==> src/inc/amps_pkg.sv <==
// Shared constants and types of the amplifier sequencer link
package amps_pkg;
	localparam int unsigned CLK_KHZ      = 20000;
	localparam int unsigned RST_HOLD_US  = 100;
	localparam int unsigned RST_HOLD_CYC = (RST_HOLD_US * CLK_KHZ + 999) / 1000;
	localparam int unsigned RST_WAIT_US  = 13500;
	localparam int unsigned RST_WAIT_CYC = (RST_WAIT_US * CLK_KHZ + 999) / 1000;
	localparam int unsigned TRIM_WAIT_MS = 50;
	localparam int unsigned TRIM_WAIT_CYC = TRIM_WAIT_MS * CLK_KHZ;
	localparam int unsigned GUARD_MS     = 240;
	localparam int unsigned GUARD_CYC    = GUARD_MS * CLK_KHZ;
	localparam int unsigned RAMP_BASE_MS = 1;
	localparam int unsigned RAMP_BASE_CYC = RAMP_BASE_MS * CLK_KHZ;
	localparam int unsigned LOSS_MS      = 2;
	localparam int unsigned LOSS_CYC     = LOSS_MS * CLK_KHZ;
	localparam int unsigned RST_LOW_US   = 2;
	localparam int unsigned RST_LOW_CYC  = RST_LOW_US * CLK_KHZ / 1000;
	localparam int unsigned RAMP_STEP_US = 1000;
	localparam int unsigned RAMP_STEP_CYC = RAMP_STEP_US * CLK_KHZ / 1000;
	// Device subaddresses
	localparam logic [7:0] SUB_SHUTDOWN = 8'h05;
	localparam logic [7:0] SUB_MUTE     = 8'h06;
	localparam logic [7:0] SUB_VOL_LO   = 8'h07;
	localparam logic [7:0] SUB_VOL_HI   = 8'h0a;
	localparam logic [7:0] SUB_RAMP     = 8'h1a;
	localparam logic [7:0] SUB_TRIM     = 8'h1b;
	localparam logic [7:0] SUB_MULTI    = 8'h20;
	localparam logic [7:0] SUB_C1_THR   = 8'h3b;
	localparam logic [7:0] SUB_C1_AVG   = 8'h3c;
	localparam logic [7:0] SUB_C1_AD    = 8'h40;
	localparam logic [7:0] SUB_C2_THR   = 8'h3e;
	localparam logic [7:0] SUB_C2_AVG   = 8'h3f;
	localparam logic [7:0] SUB_C2_AD    = 8'h43;
	localparam logic [7:0] SD_ENTER_VAL = 8'h40;
	localparam logic [7:0] SD_EXIT_VAL  = 8'h00;
	localparam logic [7:0] TRIM_VAL     = 8'h00;
	localparam int unsigned SD_BIT      = 6;
	localparam logic [7:0] RST_SHUTDOWN = 8'h40;
	localparam logic [7:0] RST_RAMP     = 8'h0f;
	localparam logic [7:0] RST_MUTE     = 8'h00;
	localparam logic [31:0] UNITY_9_17  = 32'h0002_0000;
	localparam int unsigned COEF_W      = 26;
	// Host register port
	localparam logic [3:0] HR_STATUS = 4'h0;
	localparam logic [3:0] HR_CTRL   = 4'h1;
	localparam logic [3:0] HR_SUB    = 4'h2;
	localparam logic [3:0] HR_DATA   = 4'h3;
	localparam int unsigned CTL_UP   = 0;
	localparam int unsigned CTL_EXIT = 1;
	localparam int unsigned CTL_ENTER = 2;
	localparam int unsigned CTL_PD   = 3;
	localparam int unsigned CTL_LOSS = 4;
	localparam int unsigned SUB_KEEP = 8;
	localparam int unsigned ST_ERR   = 6;
	typedef enum logic [3:0] {
		AMPS_OFF = 4'h0, AMPS_RST_HOLD = 4'h1, AMPS_RST_WAIT = 4'h2,
		AMPS_TRIM_SEND = 4'h3, AMPS_TRIM_WAIT = 4'h4, AMPS_STBY = 4'h5,
		AMPS_EXIT_SEND = 4'h6, AMPS_EXIT_WAIT = 4'h7, AMPS_RUN = 4'h8,
		AMPS_ENTER_SEND = 4'h9, AMPS_ENTER_WAIT = 4'ha,
		AMPS_LOSS_WAIT = 4'hb, AMPS_PD_RESET = 4'hc
	} amps_state_e;
	// Rounds 1.3 times x upward
	function automatic logic [31:0] amps_scale13(input logic [31:0] x);
		return x + (x * 32'd3 + 32'd9) / 32'd10;
	endfunction
endpackage

==> src/inc/amps_link_if.sv <==
// Link between the sequencing host and the amplifier device
`timescale 1ns/100ps
`default_nettype none
interface amps_link_if;
	logic       reset_n;
	logic       power_down_n;
	logic       frame;
	logic       byte_vld;
	logic [7:0] byte_dat;
	modport host(output reset_n, power_down_n, frame, byte_vld, byte_dat);
	modport device(input reset_n, power_down_n, frame, byte_vld, byte_dat);
endinterface
`default_nettype wire

==> src/verilog/amps_host.sv <==
// Host sequencer: power-up, shutdown and power-down of the amplifier
// Behaviour
// - Hold reset 100 us, then wait 13.5 ms
// - Trim oscillator, then wait 50 ms
// - Processor config, other registers, then exit shutdown
// - Normal operation: volume, mute, shutdown only
// - Shutdown moves wait 240 ms plus ramp
// - Enter shutdown, wait 1 ms plus stop ramp
// - Reconfigure allowed while in shutdown
// - Exit shutdown, wait 1 ms plus start ramp
// - Device may delay exit 240 ms after trim
// - Power-down: shutdown or power_down_n low, then reset
// - Inputs low after reset low 2 us
// - Two compressors, high band and low band
// - Compressor coefficients at fixed subaddresses
// - Threshold 9.23, other coefficients 3.23
// - Mixer gains 26 bits, 3.23
// - Coefficients are two's complement
// - Gains sent as four-byte words
// - 9.17 gains, unity is 131072
// - Upper subaddresses take whole 4-byte words
// - Coefficient in bits 25..0 of word
//
// Our own choice: the strobed register port.
`timescale 1ns/100ps
`default_nettype none
module amps_host #(
	parameter int unsigned RST_WAIT_CYC  = amps_pkg::RST_WAIT_CYC,
	parameter int unsigned TRIM_WAIT_CYC = amps_pkg::TRIM_WAIT_CYC,
	parameter int unsigned GUARD_CYC     = amps_pkg::GUARD_CYC,
	parameter int unsigned RAMP_BASE_CYC = amps_pkg::RAMP_BASE_CYC,
	parameter int unsigned LOSS_CYC      = amps_pkg::LOSS_CYC,
	parameter int unsigned RAMP_STEP_CYC = amps_pkg::RAMP_STEP_CYC
) (
	input  wire logic        clk_in,
	input  wire logic        nrst_in,
	input  wire logic        ce_in,
	input  wire logic [3:0]  addr_in,
	input  wire logic [31:0] wdata_in,
	input  wire logic        wr_in,
	input  wire logic        rd_in,
	output logic      [31:0] rdata_out,
	amps_link_if.host        link
);
	amps_pkg::amps_state_e state;
	logic [31:0] now;
	logic [31:0] mark;
	logic [31:0] need;
	logic [31:0] t_trim;
	logic        trimmed;
	logic        guard_done;
	logic        pd_pend;
	logic        rst_n_q;
	logic        pdn_q;
	logic        frame_q;
	logic        vld_q;
	logic [7:0]  dat_q;
	logic [39:0] tx_sr;
	logic [2:0]  tx_left;
	logic        tx_keep;
	logic        fsm_go;
	logic [7:0]  fsm_sub;
	logic [7:0]  fsm_dat;
	logic [8:0]  sub_reg;
	logic [7:0]  ramp_sh;
	logic        err;
	logic        waited;
	logic        link_idle;
	logic        ctl_wr;
	logic        data_wr;
	logic        sub_ok;
	logic        sw_go;
	logic        wide;
	logic [39:0] sw_sr;
	logic [31:0] start_cyc;
	logic [31:0] stop_cyc;
	logic [31:0] guard_need;
	logic        up_ok;
	logic        exit_ok;
	logic        enter_ok;
	logic        pd_ok;
	logic        loss_ok;
	logic        cmd_ok;
	logic [4:0]  cmd;

	assign link.reset_n = rst_n_q;
	assign link.power_down_n = pdn_q;
	assign link.frame = frame_q;
	assign link.byte_vld = vld_q;
	assign link.byte_dat = dat_q;

	// Waits measured against a free-running counter
	assign waited = (now - mark) >= need;
	assign start_cyc = 32'(ramp_sh[3:0]) * 32'(RAMP_STEP_CYC);
	assign stop_cyc = 32'(ramp_sh[7:4]) * 32'(RAMP_STEP_CYC);
	assign guard_need = 32'(GUARD_CYC) + amps_pkg::amps_scale13(start_cyc);
	assign link_idle = tx_left == 3'd0 && !frame_q && !fsm_go;
	assign ctl_wr = wr_in && addr_in == amps_pkg::HR_CTRL;
	assign data_wr = wr_in && addr_in == amps_pkg::HR_DATA;
	assign cmd = wdata_in[4:0];

	// Software access window: config in shutdown, narrow set in run
	always_comb begin
		sub_ok = 1'b0;
		if (state == amps_pkg::AMPS_STBY) begin
			sub_ok = 1'b1;
		end else if (state == amps_pkg::AMPS_RUN) begin
			sub_ok = sub_reg[7:0] == amps_pkg::SUB_MUTE ||
				(sub_reg[7:0] >= amps_pkg::SUB_VOL_LO &&
				sub_reg[7:0] <= amps_pkg::SUB_VOL_HI);
		end
	end
	assign sw_go = data_wr && sub_ok && tx_left == 3'd0 && !fsm_go;
	assign wide = sub_reg[7:0] >= amps_pkg::SUB_MULTI;
	// Upper subaddresses always carry a whole 4-byte word
	assign sw_sr = wide ? {sub_reg[7:0], wdata_in} :
		{sub_reg[7:0], wdata_in[7:0], 24'h0};

	assign up_ok = state == amps_pkg::AMPS_OFF;
	// Shutdown moves blocked until the post-trim guard expires
	assign exit_ok = state == amps_pkg::AMPS_STBY && guard_done && link_idle;
	assign enter_ok = state == amps_pkg::AMPS_RUN && guard_done && link_idle;
	assign pd_ok = state == amps_pkg::AMPS_STBY ||
		(state == amps_pkg::AMPS_RUN && link_idle);
	assign loss_ok = state != amps_pkg::AMPS_OFF &&
		state != amps_pkg::AMPS_LOSS_WAIT &&
		state != amps_pkg::AMPS_PD_RESET;
	assign cmd_ok = (cmd[amps_pkg::CTL_UP] && up_ok) ||
		(cmd[amps_pkg::CTL_EXIT] && exit_ok) ||
		(cmd[amps_pkg::CTL_ENTER] && enter_ok) ||
		(cmd[amps_pkg::CTL_PD] && pd_ok) ||
		(cmd[amps_pkg::CTL_LOSS] && loss_ok);

	// Free-running cycle counter
	always_ff @(posedge clk_in or negedge nrst_in) begin
		if (!nrst_in) begin
			now <= 32'h0;
		end else if (ce_in) begin
			now <= now + 32'h1;
		end
	end

	// Post-trim guard, sticky so counter wrap cannot undo it
	always_ff @(posedge clk_in or negedge nrst_in) begin
		if (!nrst_in) begin
			guard_done <= 1'b0;
		end else if (ce_in) begin
			if (!trimmed) begin
				guard_done <= 1'b0;
			end else if ((now - t_trim) >= guard_need) begin
				guard_done <= 1'b1;
			end
		end
	end

	// Sequencing state machine
	always_ff @(posedge clk_in or negedge nrst_in) begin
		if (!nrst_in) begin
			state <= amps_pkg::AMPS_OFF;
			mark <= 32'h0;
			need <= 32'h0;
			t_trim <= 32'h0;
			trimmed <= 1'b0;
			pd_pend <= 1'b0;
			rst_n_q <= 1'b0;
			pdn_q <= 1'b0;
			fsm_go <= 1'b0;
			fsm_sub <= 8'h0;
			fsm_dat <= 8'h0;
		end else if (ce_in) begin
			fsm_go <= 1'b0;
			if (ctl_wr && cmd[amps_pkg::CTL_LOSS] && loss_ok) begin
				pdn_q <= 1'b0; // Sudden loss
				mark <= now;
				need <= 32'(LOSS_CYC);
				state <= amps_pkg::AMPS_LOSS_WAIT;
			end else begin
				unique case (state)
				amps_pkg::AMPS_OFF: if (ctl_wr && cmd[amps_pkg::CTL_UP]) begin
					rst_n_q <= 1'b0;
					pdn_q <= 1'b1;
					mark <= now;
					need <= 32'(amps_pkg::RST_HOLD_CYC);
					state <= amps_pkg::AMPS_RST_HOLD;
				end
				amps_pkg::AMPS_RST_HOLD: if (waited) begin
					rst_n_q <= 1'b1;
					mark <= now;
					need <= 32'(RST_WAIT_CYC);
					state <= amps_pkg::AMPS_RST_WAIT;
				end
				amps_pkg::AMPS_RST_WAIT: if (waited) begin
					fsm_go <= 1'b1; // Oscillator trim
					fsm_sub <= amps_pkg::SUB_TRIM;
					fsm_dat <= amps_pkg::TRIM_VAL;
					state <= amps_pkg::AMPS_TRIM_SEND;
				end
				amps_pkg::AMPS_TRIM_SEND: if (link_idle) begin
					mark <= now;
					t_trim <= now;
					trimmed <= 1'b1;
					need <= 32'(TRIM_WAIT_CYC);
					state <= amps_pkg::AMPS_TRIM_WAIT;
				end
				amps_pkg::AMPS_TRIM_WAIT: if (waited) begin
					state <= amps_pkg::AMPS_STBY;
				end
				amps_pkg::AMPS_STBY: if (ctl_wr) begin
					if (cmd[amps_pkg::CTL_PD]) begin
						rst_n_q <= 1'b0; // Already shut down
						mark <= now;
						need <= 32'(amps_pkg::RST_LOW_CYC);
						state <= amps_pkg::AMPS_PD_RESET;
					end else if (cmd[amps_pkg::CTL_EXIT] && exit_ok) begin
						fsm_go <= 1'b1;
						fsm_sub <= amps_pkg::SUB_SHUTDOWN;
						fsm_dat <= amps_pkg::SD_EXIT_VAL;
						state <= amps_pkg::AMPS_EXIT_SEND;
					end
				end
				amps_pkg::AMPS_EXIT_SEND: if (link_idle) begin
					mark <= now;
					need <= 32'(RAMP_BASE_CYC) +
						amps_pkg::amps_scale13(start_cyc);
					state <= amps_pkg::AMPS_EXIT_WAIT;
				end
				amps_pkg::AMPS_EXIT_WAIT: if (waited) begin
					state <= amps_pkg::AMPS_RUN;
				end
				amps_pkg::AMPS_RUN: if (ctl_wr && (enter_ok &&
					(cmd[amps_pkg::CTL_ENTER] || cmd[amps_pkg::CTL_PD]) ||
					cmd[amps_pkg::CTL_PD] && pd_ok)) begin
					fsm_go <= 1'b1; // Shut down first
					fsm_sub <= amps_pkg::SUB_SHUTDOWN;
					fsm_dat <= amps_pkg::SD_ENTER_VAL;
					pd_pend <= cmd[amps_pkg::CTL_PD];
					state <= amps_pkg::AMPS_ENTER_SEND;
				end
				amps_pkg::AMPS_ENTER_SEND: if (link_idle) begin
					mark <= now;
					need <= 32'(RAMP_BASE_CYC) +
						amps_pkg::amps_scale13(stop_cyc);
					state <= amps_pkg::AMPS_ENTER_WAIT;
				end
				amps_pkg::AMPS_ENTER_WAIT: if (waited) begin
					if (pd_pend) begin
						rst_n_q <= 1'b0;
						mark <= now;
						need <= 32'(amps_pkg::RST_LOW_CYC);
						state <= amps_pkg::AMPS_PD_RESET;
					end else begin
						state <= amps_pkg::AMPS_STBY;
					end
				end
				amps_pkg::AMPS_LOSS_WAIT: if (waited) begin
					rst_n_q <= 1'b0;
					mark <= now;
					need <= 32'(amps_pkg::RST_LOW_CYC);
					state <= amps_pkg::AMPS_PD_RESET;
				end
				amps_pkg::AMPS_PD_RESET: if (waited) begin
					pdn_q <= 1'b0; // All inputs low now
					pd_pend <= 1'b0;
					trimmed <= 1'b0;
					state <= amps_pkg::AMPS_OFF;
				end
				default: state <= amps_pkg::AMPS_OFF;
				endcase
			end
		end
	end

	// Byte transmitter: subaddress first, then data MSB first
	always_ff @(posedge clk_in or negedge nrst_in) begin
		if (!nrst_in) begin
			tx_sr <= 40'h0;
			tx_left <= 3'd0;
			tx_keep <= 1'b0;
			frame_q <= 1'b0;
			vld_q <= 1'b0;
			dat_q <= 8'h0;
		end else if (ce_in) begin
			if (state == amps_pkg::AMPS_OFF) begin
				tx_left <= 3'd0; // Inputs held low
				frame_q <= 1'b0;
				vld_q <= 1'b0;
				dat_q <= 8'h0;
			end else if (tx_left != 3'd0) begin
				frame_q <= 1'b1;
				vld_q <= 1'b1;
				dat_q <= tx_sr[39:32];
				tx_sr <= {tx_sr[31:0], 8'h0};
				tx_left <= tx_left - 3'd1;
			end else begin
				vld_q <= 1'b0;
				frame_q <= frame_q && tx_keep;
				if (fsm_go) begin
					tx_sr <= {fsm_sub, fsm_dat, 24'h0};
					tx_left <= 3'd2;
					tx_keep <= 1'b0;
				end else if (sw_go) begin
					tx_sr <= frame_q ? {sw_sr[31:0], 8'h0} : sw_sr;
					tx_left <= (wide ? 3'd5 : 3'd2) - {2'd0, frame_q};
					tx_keep <= sub_reg[amps_pkg::SUB_KEEP];
				end
			end
		end
	end

	// Register port, ramp shadow and sticky refusal flag
	always_ff @(posedge clk_in or negedge nrst_in) begin
		if (!nrst_in) begin
			sub_reg <= 9'h0;
			ramp_sh <= amps_pkg::RST_RAMP;
			err <= 1'b0;
			rdata_out <= 32'h0;
		end else if (ce_in) begin
			if (wr_in && addr_in == amps_pkg::HR_SUB) begin
				sub_reg <= wdata_in[8:0];
			end
			if (state == amps_pkg::AMPS_OFF) begin
				ramp_sh <= amps_pkg::RST_RAMP;
			end else if (sw_go && sub_reg[7:0] == amps_pkg::SUB_RAMP) begin
				ramp_sh <= wdata_in[7:0];
			end
			// Set wins over clear
			err <= (err && !(wr_in && addr_in == amps_pkg::HR_STATUS &&
				wdata_in[amps_pkg::ST_ERR])) ||
				(ctl_wr && cmd != 5'h0 && !cmd_ok) || (data_wr && !sw_go);
			rdata_out <= 32'h0;
			if (rd_in) begin
				unique case (addr_in)
				amps_pkg::HR_STATUS: rdata_out <= {16'h0, ramp_sh, trimmed,
					err, guard_done, !link_idle, state};
				amps_pkg::HR_SUB: rdata_out <= {23'h0, sub_reg};
				default: rdata_out <= 32'h0;
				endcase
			end
		end
	end
endmodule
`default_nettype wire

==> src/flat_wrapper.sv <==
// flat-port wrapper written by rule: the top's interface ports become plain ports
module amps_host_flat 
#(
	parameter int unsigned RST_WAIT_CYC  = amps_pkg::RST_WAIT_CYC,
	parameter int unsigned TRIM_WAIT_CYC = amps_pkg::TRIM_WAIT_CYC,
	parameter int unsigned GUARD_CYC     = amps_pkg::GUARD_CYC,
	parameter int unsigned RAMP_BASE_CYC = amps_pkg::RAMP_BASE_CYC,
	parameter int unsigned LOSS_CYC      = amps_pkg::LOSS_CYC,
	parameter int unsigned RAMP_STEP_CYC = amps_pkg::RAMP_STEP_CYC
)
  (clk_in, nrst_in, ce_in, addr_in, wdata_in, wr_in, rd_in, rdata_out, link_reset_n, link_power_down_n, link_frame, link_byte_vld, link_byte_dat);
  amps_link_if link_i ();
  input  wire logic clk_in;
  input  wire logic nrst_in;
  input  wire logic ce_in;
  input  wire logic [3:0] addr_in;
  input  wire logic [31:0] wdata_in;
  input  wire logic wr_in;
  input  wire logic rd_in;
  output logic      [31:0] rdata_out;
  output wire logic [$bits(link_i.reset_n)-1:0] link_reset_n;
  output wire logic [$bits(link_i.power_down_n)-1:0] link_power_down_n;
  output wire logic [$bits(link_i.frame)-1:0] link_frame;
  output wire logic [$bits(link_i.byte_vld)-1:0] link_byte_vld;
  output wire logic [$bits(link_i.byte_dat)-1:0] link_byte_dat;
  assign link_reset_n = link_i.reset_n;
  assign link_power_down_n = link_i.power_down_n;
  assign link_frame = link_i.frame;
  assign link_byte_vld = link_i.byte_vld;
  assign link_byte_dat = link_i.byte_dat;
  amps_host #(.RST_WAIT_CYC(RST_WAIT_CYC), .TRIM_WAIT_CYC(TRIM_WAIT_CYC), .GUARD_CYC(GUARD_CYC), .RAMP_BASE_CYC(RAMP_BASE_CYC), .LOSS_CYC(LOSS_CYC), .RAMP_STEP_CYC(RAMP_STEP_CYC)) u_core (.clk_in(clk_in), .nrst_in(nrst_in), .ce_in(ce_in), .addr_in(addr_in), .wdata_in(wdata_in), .wr_in(wr_in), .rd_in(rd_in), .rdata_out(rdata_out), .link(link_i));
endmodule
==> config.mk <==
export PLATFORM = sky130hd
export DESIGN_NAME = amps_host_flat
export DESIGN_NICKNAME = d
export VERILOG_FILES = /design/src/inc/amps_pkg.sv /design/src/inc/amps_link_if.sv /design/src/verilog/amps_host.sv /design/src/flat_wrapper.sv
export SDC_FILE = /design/constraint.sdc
export NUM_CORES = 1
export LEC_CHECK = 0
export BUFFER_PORTS_ARGS = -buffer_cell sky130_fd_sc_hd__clkbuf_2
export CORE_AREA = 2 2 205 207
export DETAILED_ROUTE_END_ITERATION = 8
export DIE_AREA = 0 0 207 209
export GPL_ROUTABILITY_DRIVEN = 0
export HOLD_SLACK_MARGIN = 0.08
export PLACE_DENSITY = 0.78
export SLEW_MARGIN = 5
export SYNTH_ARGS = -nofsm -noshare
export SYNTH_HDL_FRONTEND = slang
export SYNTH_SLANG_ARGS = --single-unit
export TNS_END_PERCENT = 30
==> constraint.sdc <==
create_clock -name clk_in -period 18.64 [get_ports clk_in]
set_input_delay 0 -clock clk_in [delete_from_list [all_inputs] [get_ports clk_in]]
set_output_delay 0 -clock clk_in [all_outputs]
set_load 0.05 [all_outputs]
== Word level (Yosys, flattened, before mapping) ==
Cells that the tools add are included.

* $add $sub $neg: 12
* Multiply operators: 4
* Div/mod/pow operators: 2
* Order comparisons: 5
* Equal/unequal tests: 51
* Muxes and demuxes: 99
* Bitwise gates (word level): 3
* Reductions and logical operators: 86

{| class="wikitable"
|+ Operators by type and width
! kind !! count
|-
| $mux 32 || 21
|-
| $pmux 32 s8 || 1
|-
| $mux 40 || 4
|-
| $pmux 32 s5 || 1
|-
| $mux 8 || 14
|-
| $mux 4 || 17
|-
| $add 15x32->32 const A || 2
|-
| $add 19x32->32 || 2
|-
| $add 32x4->32 const B || 2
|-
| $div 32x4->32 const B || 2
|-
| $ge 32x32->1 || 2
|-
| $sub 32x32->32 || 2
|-
| $pmux 4 s13 || 1
|-
| $pmux 8 s3 || 2
|-
| $ne 3x1->1 const B || 13
|-
| $logic_and 1x1->1 || 34
|-
| $add 23x32->32 const A || 1
|-
| $add 32x1->32 const B || 1
|-
| $mul 14x2->16 const B || 2
|-
| $pmux 16 s2 || 1
|-
| $mul 4x10->14 const B || 2
|-
| $mux 1 || 27
|-
| $eq 4x4->1 const B || 5
|-
| $eq 4x2->1 const B || 4
|-
| other kinds (40) || 99
|}

* Register bits: 258
* Bits of input ports: 41

== Depth between registers and ports, before layout ==
Gate-level depths: netlist of run 1.

* Depth after elaboration: 13
* Gate-level depth with buffers: 98

== Worst setup path before layout of run 1 ==
OpenSTA, ideal clock, no wires.

* Kind: reg-to-reg
* Start: reg u_core.ramp_sh[1]
* End: reg u_core.guard_done
* Library setup time: 134 ps
* Arrival: 18037 ps
* Slack: 469 ps
* Stages on the path, launching flop included: 93
* Period minus slack after synthesis: 18171 ps
* Cells stage by stage: dfstp_2 -> inv_1 -> fa_1 -> inv_1 -> ha_1 -> inv_1 -> fa_1 -> nand2b_1 -> a21oi_1 -> nor3_1 -> nor2_1 -> ha_1 -> a21o_1 -> nand2_1 -> o31ai_1 -> a221o_1 -> or2_1 -> buf_6 -> (+57 left out) -> a21oi_1 -> nor2b_1 -> o21ai_0 -> nand2b_1 -> a21oi_1 -> nor2b_1 -> o21ai_0 -> nand2b_1 -> a21oi_1 -> nor2b_1 -> o21ai_0 -> nand2b_1 -> a21oi_1 -> a21oi_1 -> or4_1 -> or4_1 -> a21oi_1 -> a21oi_1

* Word-level cells in the longest chain between the ends: 9

{| class="wikitable"
|+ RTL lines
! item !! RTL line !! text
|-
| start, declared || amps_host.sv:65 || <nowiki>logic [7:0] ramp_sh;</nowiki>
|-
| start signal, assigned || amps_host.sv:314 || <nowiki>ramp_sh <= amps_pkg::RST_RAMP;</nowiki>
|-
| start signal, assigned || amps_host.sv:322 || <nowiki>ramp_sh <= amps_pkg::RST_RAMP;</nowiki>
|-
| start signal, assigned || amps_host.sv:324 || <nowiki>ramp_sh <= wdata_in[7:0];</nowiki>
|-
| $mul 4x10->14 (*) || amps_host.sv:94 || <nowiki>assign start_cyc = 32'(ramp_sh[3:0]) * 32'(RAMP_STEP_CYC);</nowiki>
|-
| $mul 14x2->16 || amps_pkg.sv:64 || <nowiki>return x + (x * 32'd3 + 32'd9) / 32'd10;</nowiki>
|-
| $add 32x4->32 || amps_pkg.sv:64 ||
|-
| $div 32x4->32 || amps_pkg.sv:64 ||
|-
| $add 19x32->32 (*) || amps_pkg.sv:64 ||
|-
| $add 23x32->32 (*) || amps_host.sv:96 || <nowiki>assign guard_need = 32'(GUARD_CYC) + amps_pkg::amps_scale13(start_cyc);</nowiki>
|-
| $ge 32x32->1 (*) || amps_host.sv:150 || <nowiki>end else if ((now - t_trim) >= guard_need) begin</nowiki>
|-
| $ne 2x2->1 (no line) (*) || - ||
|-
| $reduce_and 2->1 (no line) (*) || - ||
|-
| end signal, assigned || amps_host.sv:146 || <nowiki>guard_done <= 1'b0;</nowiki>
|-
| end signal, assigned || amps_host.sv:149 || <nowiki>guard_done <= 1'b0;</nowiki>
|-
| end signal, assigned || amps_host.sv:151 || <nowiki>guard_done <= 1'b1;</nowiki>
|-
| end, declared || amps_host.sv:51 || <nowiki>logic guard_done;</nowiki>
|}

Every way passes the cells marked *; elsewhere a longest branch is shown, timed or not.
A chain may end at the register's enable or synchronous reset.

== Worst setup path after layout of run 1 ==
Ends and elaborated chain as after synthesis.

==> impl_metrics.json, run 1 <==
{
  "fillers": 3205,
  "coreArea_um2": 41300,
  "required_ns": 19.03,
  "status": "finished clean",
  "critPathMaxStageDelay_ns": 0.62,
  "drtIter0Drc": 2210,
  "ys_async_sr_fraction_pct": 100,
  "ys_warn_count": 0,
  "yosys.area_share.simple_pct": 18.4,
  "synth_top_family_by_area": "compound AO/OA/AOI/OAI gates",
  "largest_reg_flops": 40,
  "dp_hpwl_um": 48900,
  "synth.largest_area_cell": "dfrtp_1",
  "clk_pin_slew_ns": 0.06,
  "cts_num_sinks": 219,
  "reg2reg_from": "u_core.ramp_sh[1]$_DFFE_PN1P_",
  "avgSynthCellArea_um2": 8.19,
  "clk_latency_ns": 0.53,
  "synth_flop_cell": "dfrtp_1",
  "h-tree-depth": 1,
  "fin_crit_sh_pct": 98.6,
  "endpoint": "u_core.guard_done$_DFFE_PN0P_",
  "synth_seq_area_share_pct": 23.4,
  "hold_viol_final": 0,
  "reg2regPathDepth": 90,
  "hp-class": "primary input to async pin",
  "track_usage_pct": 29.4,
  "slew_headroom_pct": 5.71,
  "drive_above_1_share_pct": 19.4,
  "drt-pass1-iter-count": 7,
  "largest_register": "u_core.tx_sr",
  "die-area_um2": 43300,
  "r2r_setup_slack_ns": 0.27,
  "crit_start": "u_core.ramp_sh[1]$_DFFE_PN1P_",
  "setup_viol": 0,
  "synth_commonest_cells": "nor2_1 (242), nand2_1 (236), inv_1 (220)",
  "cts_made_buffers": 22,
  "min_period_ns": 18.37,
  "cp_max_fo": 7,
  "grt_pass1_wl_um": 109000,
  "wirelength_um": 69700,
  "r2r_end": "u_core.guard_done$_DFFE_PN0P_",
  "syn_to_final_growth_pct": 17.9,
  "cts_buffer_depth": 3,
  "fin_nets": 3358,
  "synth_area_um2": 23500,
  "finClkSkew_ns": 0.0268,
  "start_kind": "flip-flop",
  "synth_edf_count": 0,
  "start_util_pct": 56.9,
  "grt_max_degree": 99,
  "synth-compound-area-share_pct": 27.5,
  "clockRootBuffer": "clkbuf_16",
  "crit_path_end_kind": "flip-flop",
  "vias_per_cell": 6.49,
  "antenna_found_initial": 1,
  "port_buffers": 68,
  "dieHeight_um": 209,
  "drv_cap": 0,
  "setup.worst_path.class": "flip-flop to flip-flop",
  "synth-xor-area-share_pct": 6.89,
  "synthTopCellsByArea": "dfrtp_1 (23%), ha_1 (11%), xnor2_1 (4.9%)",
  "fp.dieW_um": 207,
  "arrival_ns": 18.76,
  "globalRoute.totalOverflow": 0,
  "rows": 75,
  "netlist.area_leader.share_pct": 22.9,
  "wl_per_cell_um": 19.1,
  "synthAdderAreaFrac_pct": 13.0,
  "synthMuxAreaShare_pct": 4.98,
  "drc_errors": 0,
  "max_freq_mhz": 54.4,
  "io_pins": 85,
  "antenna_left": 0,
  "worst_pin_slew_ns": 1.40,
  "tns_ns": 0,
  "crit_slowest_cell": "or4b_4",
  "vias": 23648,
  "cp_common_cell": "a21oi_2",
  "slew_viol_final": 0,
  "synth-seq-cells": 219,
  "synth.most_common_cell": "nor2_1",
  "grt_pass1_vias": 22742,
  "num_antenna_cells": 0,
  "netlist_instances": 2867,
  "synth.distinct_cells": 133,
  "tritoncts": "built"
}
## kinds of logic after synthesis
family / Yosys count
muxes: 106
adders and majority gates: 238
other: 1
buffers and inverters: 339
AOI/OAI and AO/OA: 904
xor gates and xnor gates: 184
DFF: 219
and+or+nand+nor: 876
## final cells by class
class | instances | area [µm²] | area share [%]
inverters | 227 | 860 | 3.10
flip-flops and latches | 219 | 5490 | 19.8
clock inverters | 6 | 97.6 | 0.352
repair buffers | 295 | 2220 | 8.02
clock buffers | 33 | 632 | 2.28
multi-input cells | 2326 | 17700 | 64.0
repair inverters | 1 | 6.26 | 0.0226
well taps | 539 | 674 | 2.44
## critical path, delay by kind of cell, from the launching register on
kind	cells	cell delay, ns
compound gates	38	7.31
xor+xnor	1	0.16
fa+ha+maj	8	2.42
buf+inv	9	1.22
flops	1	0.54
simple gates	34	6.55
## worst min path at each step
stage | endpoint | slack (ns) | from | cells after the start
global route | u_core.rdata_out[5]$_DFFE_PN0P_ | 0.18 | addr_in[1] | 5
detailed placement | u_core.mark[15]$_DFFE_PN0P_ | 0.07 | nrst_in | 1
floorplan | u_core.err$_DFFE_PN0P_ | -0.30 | nrst_in | 0
CTS | u_core.need[15]$_DFFE_PN0P_ | 0.12 | nrst_in | 2
finish | u_core.mark[15]$_DFFE_PN0P_ | 0.1 | nrst_in | 2
global placement | u_core.need[15]$_DFFE_PN0P_ | 0.08 | nrst_in | 1
## timing repair
item                       CTS  global route
buffers inserted             5            44
pin swaps                    5            81
setup endpoints to repair    1             1
hold buffers                51             0
cloned                       0             3
gates resized for setup     30           171
hold endpoints to repair   162             0
## per-stage QoR
stage	cell area, µm²	setup slack [ns]	utilization [%]	cells	hold WS (ns)
after floorplan	23500	0.469	-	2882	-0.296
after global placement	25000	-0.0187	60.6	3504	0.0785
after detailed placement	25000	-0.586	60.6	3504	0.0664
after CTS	26400	0.00298	64.0	3599	0.118
after global routing	27700	-0.482	67.1	3646	0.183
final	27700	0.269	67.1	3646	0.0958
## routing by layer
metal	global-route usage (%)	vias to the layer above	part of all wire, %
li1	-	10979	-
met1	37.2	11335	40
met2	51.6	1105	49
met3	4.75	227	7.8
met4	8.92	2	3.1
met5	0	-	0.019
## cell usage in the layout (no fill, tap or decap), drive strengths merged, types with 16 or more instances in the layout
master and count:
mux2i 22, xnor2 133, o211ai 45, nand4 29
and3 34, nand2 238, nand2b 39, clkbuf 100
conb 16, a21boi 38, o21ai 169, a2111oi 17
o22ai 30, or3 17, mux2 84, nor2 245
o21bai 27, dlygate4sd3 51, a32oi 29, a211oi 25
inv 226, a22oi 19, nor3 51, o31ai 27
and2 25, a21o 42, dfrtp 215, a22o 31
xor2 51, a21oi 181, ha 212, nand3 78
or2 24, nor4 21, nor2b 30, o21a 28
a31oi 45, buf 177
Power of run 1 is left out: the tool's default activity adds up to more than one toggle a clock period on the data nets, which glitch-free logic cannot reach.
==> inputs of run 2 (changes only) <==
==> constraint.sdc (replaced) <==
create_clock -name clk_in -period 18.64 [get_ports clk_in]
set_input_delay 3.728 -clock clk_in [delete_from_list [all_inputs] [get_ports clk_in]]
set_output_delay 3.728 -clock clk_in [all_outputs]
set_load 0.05 [all_outputs]
==> impl_metrics.json, run 2 (synthesized netlist as in run 1, its figures left out) <==
{
  "reg2reg_from": "u_core.ramp_sh[1]$_DFFE_PN1P_",
  "required_ns": 19.03,
  "cts_made_buffers": 22,
  "cts_num_sinks": 219,
  "largest_register": "u_core.tx_sr",
  "setup.worst_path.class": "flip-flop to flip-flop",
  "post-place-ws_ns": -0.586,
  "track_usage_pct": 28.7,
  "tritoncts": "built",
  "max_freq_mhz": 54.5,
  "dp_hpwl_um": 48900,
  "endpoint": "u_core.guard_done$_DFFE_PN0P_",
  "coreArea_um2": 41300,
  "clk_pin_slew_ns": 0.07,
  "dieHeight_um": 209,
  "largest_reg_flops": 40,
  "top_layer_used": "met4",
  "antenna_found_initial": 0,
  "grt_pass1_wl_um": 106000,
  "fin_ws_ns": 0.298,
  "drt-pass1-iter-count": 6,
  "fin_nets": 3307,
  "wirelength_um": 68000,
  "drc_errors": 0,
  "antenna_left": 0,
  "status": "finished clean",
  "h-tree-depth": 1,
  "slew_headroom_pct": 6.80,
  "crit_slowest_cell": "or4b_4",
  "start_kind": "flip-flop",
  "syn_to_final_growth_pct": 15.7,
  "route.met2.wl_um": 33100,
  "crit_path_end_kind": "flip-flop",
  "fin_crit_sh_pct": 98.4,
  "critPathMaxStageDelay_ns": 0.62,
  "clockRootBuffer": "clkbuf_16",
  "setup_viol": 0,
  "die-area_um2": 43300,
  "arrival_ns": 18.74,
  "grt_pass1_vias": 22205,
  "cp_max_fo": 7,
  "worst_pin_slew_ns": 1.39,
  "stdcell_count": 3595,
  "port_buffers": 68,
  "final_common_cell": "nor2_1",
  "drtIter0Drc": 2267,
  "num_antenna_cells": 0,
  "wl_met3_um": 4750,
  "finClkSkew_ns": 0.0239,
  "rows": 75,
  "cts_buffer_depth": 3,
  "drv_cap": 0,
  "wl_met1_um": 28100,
  "r2r_setup_slack_ns": 0.30,
  "clk_latency_ns": 0.53,
  "wl_per_cell_um": 18.9,
  "cp_common_cell": "o21ai_1",
  "vias": 23240,
  "start_util_pct": 56.9,
  "r2r_end": "u_core.guard_done$_DFFE_PN0P_",
  "drive_above_1_share_pct": 19.8,
  "layout_common_cells": "nor2_1 (236), nand2_1 (230), inv_1 (220)",
  "hold_viol_final": 0,
  "io_pins": 85,
  "cts_hold_buf": 0,
  "crit_start": "u_core.ramp_sh[1]$_DFFE_PN1P_",
  "min_period_ns": 18.34,
  "grt_max_degree": 99,
  "fp.dieW_um": 207,
  "reg2regPathDepth": 92,
  "globalRoute.totalOverflow": 0,
  "slew_viol_final": 0,
  "vias_per_cell": 6.46,
  "hp-class": "flip-flop to flip-flop",
  "dp.cells": 3504
}
==> run 2: cell count changes in the layout (fill, tap and decap cells not counted), sizes merged <==
cell,previous run,this run
dlygate4sd3,51,0
==> run 2: stage by stage <==
step	TNS (ns)	cell area [µm²]	hold WS [ns]	utilization (%)
floorplan	0	23500	0.439	-
global placement	-0.0187	25000	0.451	60.6
detailed placement	-0.586	25000	0.460	60.6
CTS	0	25900	0.475	62.8
global route	-0.480	27200	0.492	65.8
finish	0	27200	0.473	65.8
==> run 2: how the worst min path moves through the flow <==
stage                                 startpoint                            to  slack, ns  cells past startpoint
floorplan            u_core.tx_sr[0]$_DFFE_PN0P_   u_core.tx_sr[0]$_DFFE_PN0P_       0.44                      2
global placement     u_core.tx_sr[6]$_DFFE_PN0P_   u_core.tx_sr[6]$_DFFE_PN0P_       0.45                      2
detailed placement  u_core.tx_sr[35]$_DFFE_PN0P_  u_core.tx_sr[35]$_DFFE_PN0P_       0.46                      2
CTS                 u_core.tx_sr[35]$_DFFE_PN0P_  u_core.tx_sr[35]$_DFFE_PN0P_       0.47                      2
global route         u_core.tx_sr[2]$_DFFE_PN0P_   u_core.tx_sr[2]$_DFFE_PN0P_       0.49                      2
finish               u_core.tx_sr[2]$_DFFE_PN0P_   u_core.tx_sr[2]$_DFFE_PN0P_       0.47                      2
==> run 2: layer usage <==
| metal | up-vias | global-route usage [%] |
|---|---|---|
| met2 | 996 | 50.0 |
| met3 | 206 | 3.64 |
| li1 | 10868 | - |
| met4 | 0 | 7.86 |
| met5 | - | 0 |
| met1 | 11170 | 37.4 |
==> run 2: area by class of cell <==
| cell class | instances | area (µm²) |
|---|---|---|
| multi-input cells | 2326 | 17700 |
| clock inverters | 6 | 97.6 |
| flip-flops and latches | 219 | 5490 |
| well taps | 539 | 674 |
| fillers | 3318 | 14100 |
| repair inverters | 1 | 6.26 |
| inverters | 227 | 860 |
| clock buffers | 33 | 632 |
| repair buffers | 244 | 1710 |
==> run 2: repair_timing <==
item,4_1_cts,5_1_grt
buffers inserted,5,44
pin swaps,5,81
resized for setup,30,171
endpoints found under the setup margin,1,1
gates cloned,0,3
==> run 2: worst max-delay path: cells and delay by family (launching register included) <==
family | cells | cell delay, ns
buffers and inverters | 9 | 1.19
AND/OR/NAND/NOR | 34 | 6.19
flip-flops | 1 | 0.53
XOR/XNOR | 1 | 0.16
multiplexers | 1 | 0.26
AO/OA/AOI/OAI | 39 | 7.37
adder cells (fa/ha/maj) | 8 | 2.44
Power of run 2 is left out for the same reason.
